## config.mk

```make
export PLATFORM = sky130hd
export DESIGN_NAME = dual_mode_serial_host_port
export DESIGN_NICKNAME = d
export VERILOG_FILES = /design/src/hdl/dual_mode_serial_host_port.v /design/src/hdl/backlight_pwm.v
export VERILOG_INCLUDE_DIRS = /design/src /design/src/common
export SDC_FILE = /design/constraint.sdc
export NUM_CORES = 1
export LEC_CHECK = 0
export BUFFER_PORTS_ARGS = -buffer_cell sky130_fd_sc_hd__buf_2
export CORE_ASPECT_RATIO = 0.6
export CORE_MARGIN = 2
export CORE_UTILIZATION = 45
export DETAILED_ROUTE_END_ITERATION = 8
export GPL_TIMING_DRIVEN = 0
export PLACE_DENSITY_LB_ADDON = 0.1
export SYNTH_ARGS = -nofsm -noshare
export SYNTH_HDL_FRONTEND = slang
export SYNTH_SLANG_ARGS = --single-unit
```

## constraint.sdc

```tcl
create_clock -name clk -period 2.4 [get_ports clk]
set_input_delay 0.24 -clock clk [delete_from_list [all_inputs] [get_ports clk]]
set_output_delay 0.24 -clock clk [all_outputs]
set_load 0.005 [all_outputs]
```

## src/common/serial_host_port_regs.vh

```
// constants for the dual mode serial host port and its backlight pwm
// assumes a 50 MHz system clock; included by bare name
`ifndef SERIAL_HOST_PORT_REGS_VH
`define SERIAL_HOST_PORT_REGS_VH

// system clock and link rate ceilings, in hertz
`define SHP_CLK_HZ        50000000
`define SHP_SPI_MAX_HZ    30000000
`define SHP_I2C_MAX_HZ    3400000

// interface select strap levels
`define SHP_MODE_SPI      1'b0
`define SHP_MODE_I2C      1'b1

// fixed upper five bits of the 7-bit slave address (binary 01000)
`define SHP_ADDR_HI       5'h08
`define SHP_ADDR_HI_W     5

// i2c slave states
`define SHP_ST_IDLE       3'h0
`define SHP_ST_ADDR       3'h1
`define SHP_ST_ACK_A      3'h2
`define SHP_ST_WR         3'h3
`define SHP_ST_ACK_W      3'h4
`define SHP_ST_RD         3'h5
`define SHP_ST_ACK_R      3'h6
`define SHP_ST_WAIT       3'h7

// bits per byte on the link
`define SHP_BYTE_BITS     4'h8

// pwm reset values
`define SHP_PWM_PHASE_RST 16'h0000

`endif

```

## src/hdl/dual_mode_serial_host_port.v

```verilog
// dual mode serial host port: spi mode 0 slave or i2c slave, strap selected,
// plus interrupt output, power-down input and backlight pwm
// assumes pins are asynchronous to clk and are synchronised here; byte data
// and interrupt request come from the graphics engine on the same clock
`timescale 1ns/100ps
`include "serial_host_port_regs.vh"

module dual_mode_serial_host_port #(
   parameter ACC_W  = 16,
   parameter DUTY_W = 7
) (
   input  wire              clk,
   input  wire              rst,
   input  wire              sck_scl_pin,
   input  wire              mosi_pin,
   input  wire              cs_n_pin,
   input  wire              miso_sda_in,
   output reg               miso_sda_out,
   output reg               miso_sda_oe,
   input  wire              mode_strap,
   input  wire              powerdown_in_n,
   output reg               int_n,
   output wire              backlight_en,
   input  wire              irq_request,
   input  wire [ACC_W-1:0]  pwm_freq,
   input  wire [DUTY_W:0]   pwm_duty,
   input  wire [7:0]        tx_data,
   output reg               tx_taken,
   output reg  [7:0]        rx_data,
   output reg               rx_valid,
   output reg               frame_start,
   output reg               frame_end,
   output reg               i2c_read,
   output reg               i2c_mode,
   output reg               powered_down
);

   // two-stage synchronisers for every pin, then one more stage for edges
   reg  [5:0]  sync1;
   reg  [5:0]  sync2;
   reg         scl_q;
   reg         sda_q;
   reg         cs_q;
   reg         mode_taken;
   reg  [2:0]  state;
   reg  [3:0]  bit_cnt;
   reg  [7:0]  rx_sh;
   reg  [7:0]  tx_sh;
   reg         acked;
   wire        sck;
   wire        mosi;
   wire        cs_n;
   wire        sda;
   wire        strap;
   wire        awake;
   wire        rise;
   wire        fall;
   wire        start_cond;
   wire        stop_cond;
   wire [6:0]  own_addr;

   always @(posedge clk or posedge rst) begin
      if (rst) begin
         sync1 <= 6'h00;
         sync2 <= 6'h00;
      end else begin
         sync1 <= {powerdown_in_n, mode_strap, miso_sda_in, cs_n_pin, mosi_pin, sck_scl_pin};
         sync2 <= sync1;
      end
   end

   assign sck   = sync2[0];
   assign mosi  = sync2[1];
   assign cs_n  = sync2[2];
   assign sda   = sync2[3];
   assign strap = sync2[4];
   assign awake = sync2[5];

   // edge detection on the synchronised link clock and sda
   assign rise       = sck & ~scl_q;
   assign fall       = ~sck & scl_q;
   assign start_cond = i2c_mode & sck & scl_q & sda_q & ~sda;
   assign stop_cond  = i2c_mode & sck & scl_q & ~sda_q & sda;

   // straps double as address bits in i2c mode, never as data or framing
   assign own_addr = {`SHP_ADDR_HI, cs_n, mosi};

   // strap caught once after reset release, after it has crossed the synchroniser;
   // an open strap reads low and gives spi
   always @(posedge clk or posedge rst) begin
      if (rst) begin
         mode_taken <= 1'b0;
         i2c_mode   <= 1'b0;
      end else if (!mode_taken && awake) begin
         mode_taken <= 1'b1;
         i2c_mode   <= (strap == `SHP_MODE_I2C);
      end
   end

   // interrupt and power-down status; a sleeping block raises no interrupt
   always @(posedge clk or posedge rst) begin
      if (rst) begin
         int_n        <= 1'b1;
         powered_down <= 1'b1;
      end else begin
         int_n        <= ~(irq_request & awake);
         powered_down <= ~awake;
      end
   end

   backlight_pwm #(
      .ACC_W  (ACC_W),
      .DUTY_W (DUTY_W)
   ) u_pwm (
      .clk  (clk),
      .rst  (rst),
      .run  (awake),
      .freq (pwm_freq),
      .duty (pwm_duty),
      .pwm  (backlight_en)
   );

   // link engine: spi mode 0 or i2c slave, held idle in power-down
   always @(posedge clk or posedge rst) begin
      if (rst) begin
         scl_q        <= 1'b1;
         sda_q        <= 1'b1;
         cs_q         <= 1'b1;
         state        <= `SHP_ST_IDLE;
         bit_cnt      <= 4'h0;
         rx_sh        <= 8'h00;
         tx_sh        <= 8'h00;
         acked        <= 1'b0;
         miso_sda_out <= 1'b0;
         miso_sda_oe  <= 1'b0;
         rx_data      <= 8'h00;
         rx_valid     <= 1'b0;
         tx_taken     <= 1'b0;
         frame_start  <= 1'b0;
         frame_end    <= 1'b0;
         i2c_read     <= 1'b0;
      end else begin
         scl_q       <= sck;
         sda_q       <= sda;
         cs_q        <= cs_n;
         rx_valid    <= 1'b0;
         tx_taken    <= 1'b0;
         frame_start <= 1'b0;
         frame_end   <= 1'b0;
         if (!awake || !mode_taken) begin
            // power-down releases the data pin and drops any transfer
            state       <= `SHP_ST_IDLE;
            bit_cnt     <= 4'h0;
            miso_sda_oe <= 1'b0;
         end else if (!i2c_mode) begin
            // spi: chip select frames, sample on rise, shift on fall
            if (cs_n) begin
               miso_sda_oe <= 1'b0;
               bit_cnt     <= 4'h0;
               if (!cs_q)
                  frame_end <= 1'b1;
            end else if (cs_q) begin
               frame_start  <= 1'b1;
               bit_cnt      <= 4'h0;
               tx_sh        <= tx_data;
               tx_taken     <= 1'b1;
               miso_sda_out <= tx_data[7];
               miso_sda_oe  <= 1'b1;
            end else if (rise) begin
               rx_sh   <= {rx_sh[6:0], mosi};
               bit_cnt <= {1'b0, bit_cnt[2:0] + 3'h1};
               if (bit_cnt[2:0] == 3'h7) begin
                  rx_data  <= {rx_sh[6:0], mosi};
                  rx_valid <= 1'b1;
               end
            end else if (fall) begin
               // a wrapped count means the byte ended: fetch the next one
               if (bit_cnt[2:0] == 3'h0) begin
                  tx_sh        <= tx_data;
                  tx_taken     <= 1'b1;
                  miso_sda_out <= tx_data[7];
               end else begin
                  tx_sh        <= {tx_sh[6:0], 1'b0};
                  miso_sda_out <= tx_sh[6];
               end
            end
         end else begin
            // i2c: only ever pulls sda low, the pin pull-up gives the high
            miso_sda_out <= 1'b0;
            if (start_cond) begin
               state       <= `SHP_ST_ADDR;
               bit_cnt     <= 4'h0;
               miso_sda_oe <= 1'b0;
               frame_start <= 1'b1;
            end else if (stop_cond) begin
               state       <= `SHP_ST_IDLE;
               miso_sda_oe <= 1'b0;
               if (state != `SHP_ST_IDLE && state != `SHP_ST_WAIT)
                  frame_end <= 1'b1;
            end else if (rise) begin
               if (state == `SHP_ST_ADDR || state == `SHP_ST_WR) begin
                  rx_sh   <= {rx_sh[6:0], sda};
                  bit_cnt <= bit_cnt + 4'h1;
               end else if (state == `SHP_ST_RD) begin
                  bit_cnt <= bit_cnt + 4'h1;
               end else if (state == `SHP_ST_ACK_R) begin
                  acked <= ~sda;
               end
            end else if (fall) begin
               case (state)
                  `SHP_ST_ADDR: begin
                     if (bit_cnt == `SHP_BYTE_BITS) begin
                        // master codes for high speed never match, so stay silent
                        if (rx_sh[7:1] == own_addr) begin
                           miso_sda_oe <= 1'b1;
                           i2c_read    <= rx_sh[0];
                           state       <= `SHP_ST_ACK_A;
                        end else begin
                           state <= `SHP_ST_WAIT;
                        end
                     end
                  end
                  `SHP_ST_ACK_A, `SHP_ST_ACK_R: begin
                     bit_cnt <= 4'h0;
                     if ((state == `SHP_ST_ACK_A && i2c_read) || (state == `SHP_ST_ACK_R && acked)) begin
                        tx_sh       <= {tx_data[6:0], 1'b0};
                        tx_taken    <= 1'b1;
                        miso_sda_oe <= ~tx_data[7];
                        state       <= `SHP_ST_RD;
                     end else begin
                        miso_sda_oe <= 1'b0;
                        state       <= (state == `SHP_ST_ACK_A) ? `SHP_ST_WR : `SHP_ST_WAIT;
                     end
                  end
                  `SHP_ST_WR: begin
                     if (bit_cnt == `SHP_BYTE_BITS) begin
                        rx_data     <= rx_sh;
                        rx_valid    <= 1'b1;
                        miso_sda_oe <= 1'b1;
                        state       <= `SHP_ST_ACK_W;
                     end
                  end
                  `SHP_ST_ACK_W: begin
                     miso_sda_oe <= 1'b0;
                     bit_cnt     <= 4'h0;
                     state       <= `SHP_ST_WR;
                  end
                  `SHP_ST_RD: begin
                     if (bit_cnt == `SHP_BYTE_BITS) begin
                        miso_sda_oe <= 1'b0;
                        state       <= `SHP_ST_ACK_R;
                     end else begin
                        miso_sda_oe <= ~tx_sh[7];
                        tx_sh       <= {tx_sh[6:0], 1'b0};
                     end
                  end
                  default: begin
                     miso_sda_oe <= 1'b0;
                  end
               endcase
            end
         end
      end
   end

   // rate ceilings hold only while each sck/scl phase lasts at least two clk
   // periods after synchronisation; the bench link at 160 ns period does

endmodule

```

## src/hdl/backlight_pwm.v

```verilog
// backlight pwm generator: phase accumulator sets frequency, compare sets duty
// assumes freq and duty come from controller registers on the same clock
`timescale 1ns/100ps
`include "serial_host_port_regs.vh"

module backlight_pwm #(
   parameter ACC_W  = 16,
   parameter DUTY_W = 7
) (
   input  wire              clk,
   input  wire              rst,
   input  wire              run,
   input  wire [ACC_W-1:0]  freq,
   input  wire [DUTY_W:0]   duty,
   output reg               pwm
);

   reg  [ACC_W-1:0]  phase;
   wire [DUTY_W:0]   phase_top;

   // the top phase bits form the ramp compared against duty
   assign phase_top = {1'b0, phase[ACC_W-1 -: DUTY_W]};

   // output rate is freq * clk / 2^ACC_W; duty at or above full scale holds high
   always @(posedge clk or posedge rst) begin
      if (rst) begin
         phase <= `SHP_PWM_PHASE_RST;
         pwm   <= 1'b0;
      end else if (!run) begin
         phase <= `SHP_PWM_PHASE_RST;
         pwm   <= 1'b0;
      end else begin
         phase <= phase + freq;
         pwm   <= (phase_top < duty);
      end
   end

endmodule

```

Word level (Yosys, flattened, before mapping)

Index checks and enable logic that the tools add are counted.
Widths: inputs -> output; s select.

Register bits after elaboration: 75
Bits of input ports: 41
Output and inout bits: 19
Logic and storage cells: 235

Eq/ne operators: 36
Mux-type cells: 116
Magnitude comparators: 1
Add/subtract/negate cells: 3
Bitwise operators: 23
Reduce and logical (&&, ||, !) cells: 32

Operators by type and width:

| operator           | number |
|---|---|
| $mux 8             | 31 |
| $mux 1             | 57 |
| $mux 4             | 12 |
| $mux 3             | 12 |
| $reduce_and 11->1  | 2 |
| $ne 6x5->1 const B | 3 |
| $add 16x16->16     | 1 |
| $mux 16            | 1 |
| $pmux 8 s2         | 1 |
| $ne 5x4->1 const B | 3 |
| $pmux 3 s5         | 1 |
| $not 1->1          | 14 |
| $reduce_and 7->1   | 2 |
| $eq 3x3->1 const B | 4 |
| $ne 2x2->1 const B | 6 |
| $ne 3x3->1 const B | 4 |
| $reduce_bool 4->1  | 3 |
| $ne 5x1->1 const B | 2 |
| $ne 5x2->1 const B | 2 |
| $and 1x1->1        | 9 |
| $reduce_and 9->1   | 1 |
| $lt 7x8->1         | 1 |
| $reduce_and 8->1   | 1 |
| $reduce_bool 2->1  | 4 |
| 24 further kinds   | 34 |

Logic depth before layout (Yosys ltp)

Word-level depth: 11
Mapped depth: 9

Cells and area by module

A second synthesis with hierarchy kept.

Cell total of the unflattened synthesis: 415
Area, all modules: 4240.3 um2

Modules (own cells, without submodules):

| module                     | cells each | area each (um2) | times used |
|---|---|---|---|
| dual_mode_serial_host_port | 273        | 2905.3          | 1 |
| backlight_pwm              | 142        | 1335.0          | 1 |

Worst setup path after synthesis

No wires, ideal clock.

Path kind: reg2reg
Start point: register u_pwm.phase[0]
End point: register u_pwm.phase[14]
Required time: 2.268 ns
Slack: 0.219 ns
Data arrival time: 2.049 ns
Stages on the path, launching flop included: 9
Buffers on the path: 0
Path through: dfrtp_1 ha_1 fa_1 a211oi_1 o211ai_1 a21o_1 a41oi_1 xor2_1 nor2_1

Longest elaborated chain between the ends: 2

Ends and longest elaborated chain:

| item                     | RTL line           | text |
|---|---|---|
| start: declaration       | backlight_pwm.v:18 | `reg [ACC_W-1:0] phase;` |
| start signal: assignment | backlight_pwm.v:27 | `` phase <= `SHP_PWM_PHASE_RST; `` |
| start signal: assignment | backlight_pwm.v:30 | `` phase <= `SHP_PWM_PHASE_RST; `` |
| start signal: assignment | backlight_pwm.v:33 | `phase <= phase + freq;` |
| $add 16x16->16           | backlight_pwm.v:33 |  |
| $mux 16                  | backlight_pwm.v:29 | `end else if (!run) begin` |

No other way between the ends.
A chain may end at the register's enable or synchronous reset.

Worst setup path in the final report

Start point: register u_pwm.phase[0]
End point: register u_pwm.phase[12]

The elaborated chain is that of the path after synthesis.

==> metrics <==
initial core utilization 0.458; share of the synthesized area in the top cell type 0.421; Max-Cap Viols 0; gpl congestion 0.890; # diodes 0; top_reg_cell synth dfrtp_1; DRT Wirelength 10.1 mm; synth-to-layout area growth 21.1%; Placed Area 4630 um2; CTS buffer count 9; IO Port Bufs 59; f_max 434 MHz; Psw 0.00149 W; yosys warns 0; combinational power share 0.308; count of cell types in the netlist 52; syn_area_per_cell 9.68 um2; Rel. slew slack 0.550; die width 128 um; Power per Cell Area 894 nW/um2; status finished, final reports clean; Hold Path Depth 1; cell area after synthesis 4160 um2; number of global-route vias before repair 3290; post-detail-place hpwl 7.35 mm; Clock transition at path regs 0.06 ns; io pins 60; DR WL/cell 16.2 um; CTS tree yes; switching part of the total 0.331; DRC viols 0; Yosys reg bits 75; Filler Cells Inserted 828; non-filler cells, final 625; remaining global-route overflow 0; number of synthesized flops with an enable pin 0; CP Launch Type flop; HP Class in2reg; Worst VDD drop 0.000466 V; Cell Int Power 0.00302 W; CTS root buf clkbuf_16; Worst R2R End u_pwm.phase[12]; total clock sinks 75; share of post-route cells with drive strength above 1 0.204; Core Footprint 9090 um2; Setup Skew 0.00610 ns; Inst Count DP 606; DR vias 3411; static leakage 2.35 nW; multi-input logic area 2200 um2; kind of end point of the critical path flop; Slew Viols, Final 0; setup bufs post-CTS 0; CP Max Fanout 3; Routed Antenna Nets 0; fin crit period 2.30 ns; initial antenna violation count 0; Setup-failing EPs final 0; Hold Path Origin powerdown_in_n; detail-routed via count per cell 5.46; Final Hold Viols 0; Site Rows 27; syn nets 496; Worst-Skew Late Latency 0.34 ns; Reg area 1880 um2; crit path DAT 2.52 ns; first-pass GRT wire length 16.9 mm; sequential fraction of the synthesis area 0.452; ranking of synthesized cells by area dfrtp_1, ha_1, nand2_1; slowest stage delay, CP 0.42 ns; critical path data required time 2.62 ns; Clk network pwr share 0.334; Syn Inst Count 430; Hold Path End sync1[5]; Final #Nets 570; H-tree depth 3; pin count of the biggest net entering global routing 69; Tightest Pin Transition 0.676 ns; final instance area 5040 um2; Total Routing Usage GR 0.218; Total Die Area 10100 um2; Worst R2R Setup Slack 0.1 ns; router iterations before antenna repair 5; cell taking the most area after synthesis dfrtp_1; WS Path Type reg2reg; period utilization 0.960; Critical Path, Cell by Cell ha_1 > fa_2 > a211oi_4 > o211ai_1 > a21o_1 > a21oi_2 > a21oi_1 > mux2i_1; Initial DRC Count 278; Clock Tree Buf Depth 2; Die Ht 78.5 um; cell depth of the worst flop-to-flop path 8; Critical Path Slowest Stage Cell fa_2; reg2reg start u_pwm.phase[0]; Reg power frac 0.358; Async SR Flop Fraction 1.00
[cell usage after synthesis, types with 5 or more instances]
library cell,instances
xor2_1,6
dfstp_2,5
a21o_1,7
xnor2_1,7
nor2b_1,7
mux2i_1,16
ha_1,24
nand2_1,48
nor2_1,41
dfrtp_1,70
a21oi_1,26
clkbuf_1,14
o21ai_0,26
inv_1,16
a211oi_1,6
a31oi_1,10
mux2_1,9
mux2_2,9
nand3_1,7
nor3b_1,13
[per-stage QoR]
step	setup WS (ns)	utilization	hold slack, ns	power, W	setup TNS, ns
3_3_place_gp	-0.758	0.507	0.333	0.00292	-52.90
2_1_floorplan	0.219	-	0.271	0.00263	0
6_report	0.0957	0.555	0.0163	0.00451	0
4_1_cts	0.0259	0.551	0.00492	0.00451	0
5_1_grt	-0.00175	0.555	0.00472	0.00482	-0.00175
3_5_place_dp	-0.0556	0.510	0.157	0.00296	-0.174
[registers in the layout (all words and copies together), names as in the netlist, 3 cells and up]
| register | cells |
|---|---|
| u_pwm.phase | 16 |
| rx_data | 8 |
| rx_sh | 8 |
| tx_sh | 8 |
| sync1 | 6 |
| sync2 | 6 |
| bit_cnt | 4 |
| state | 3 |
[worst max path at each step]
stage	endpoint	start	slack (ns)	depth (start not counted)
after floorplan	u_pwm.phase[14]	u_pwm.phase[0]	0.22	8
after global placement	tx_taken	rst	-0.76	2
after detailed placement	u_pwm.phase[14]	pwm_freq[0]	-0.06	9
after CTS	u_pwm.phase[12]	u_pwm.phase[0]	0.03	8
after global routing	u_pwm.phase[14]	u_pwm.phase[0]	-0.002	8
final	u_pwm.phase[12]	u_pwm.phase[0]	0.1	8
[repair_timing]
| item | in CTS | in global routing |
|---|---|---|
| endpoints found under the hold margin | 9 | 0 |
| endpoints found under the setup margin | 4 | 20 |
| pin swaps | 0 | 0 |
| gates resized for setup | 2 | 9 |
| cloned | 0 | 0 |
| hold buffers | 3 | 0 |
[power groups by stage]
stage | registers [W] | clock network, W | logic [W]
floorplan | 0.00160 | 0 | 0.00103
global placement | 0.00163 | 0 | 0.00129
detailed placement | 0.00164 | 0 | 0.00132
CTS | 0.00162 | 0.00155 | 0.00135
global route | 0.00164 | 0.00161 | 0.00157
finish | 0.00161 | 0.00151 | 0.00139
[layout by cell type (no fill, tap or decap), types with 5 or more instances in the layout]
| master | count |
|---|---|
| a211oi_1 | 5 |
| a21o_1 | 7 |
| a21oi_1 | 24 |
| a31oi_1 | 10 |
| buf_2 | 62 |
| clkbuf_1 | 13 |
| clkbuf_16 | 9 |
| dfrtp_1 | 70 |
| dfstp_2 | 5 |
| ha_1 | 24 |
| inv_1 | 15 |
| mux2_1 | 9 |
| mux2_2 | 9 |
| mux2i_1 | 16 |
| nand2_1 | 48 |
| nand3_1 | 7 |
| nor2_1 | 41 |
| nor2b_1 | 6 |
| nor3b_1 | 12 |
| o21ai_0 | 26 |
| xnor2_1 | 7 |
| xor2_1 | 6 |
[cells by family after synthesis]
family,count (synthesis),share of synthesized area
xor gates and xnor gates,13,0.0273
buffers and inverters,33,0.0306
and+or+nand+nor,148,0.173
muxes,34,0.0871
DFF,75,0.452
AOI/OAI and AO/OA,102,0.152
adders and majority gates,25,0.0769
[layer usage]
layer  part of all wire  GRT usage  vias to the layer above
met5                  0          0                        -
met4              0.012     0.0681                        0
met3              0.054     0.0498                        9
met2               0.39      0.294                       87
met1               0.54      0.341                     1622
li1                   -          -                     1693
[critical path, delay by kind of cell, from the launching register on]
| family | cells | cell delay, ns |
|---|---|---|
| AO/OA/AOI/OAI | 5 | 1.06 |
| adder cells (fa/ha/maj) | 2 | 0.64 |
| flip-flops | 1 | 0.36 |
| multiplexers | 1 | 0.12 |
[area by class of cell]
type,instances,share of cell area
plain buffers,17,0.0136
clock buffers,9,0.0447
clock inverters,7,0.0216
inverters,16,0.0124
multi-input cells,322,0.436
flip-flops and latches,75,0.373
well taps,116,0.0288
repair buffers,63,0.0700
Power figures use the tool's default switching activity.
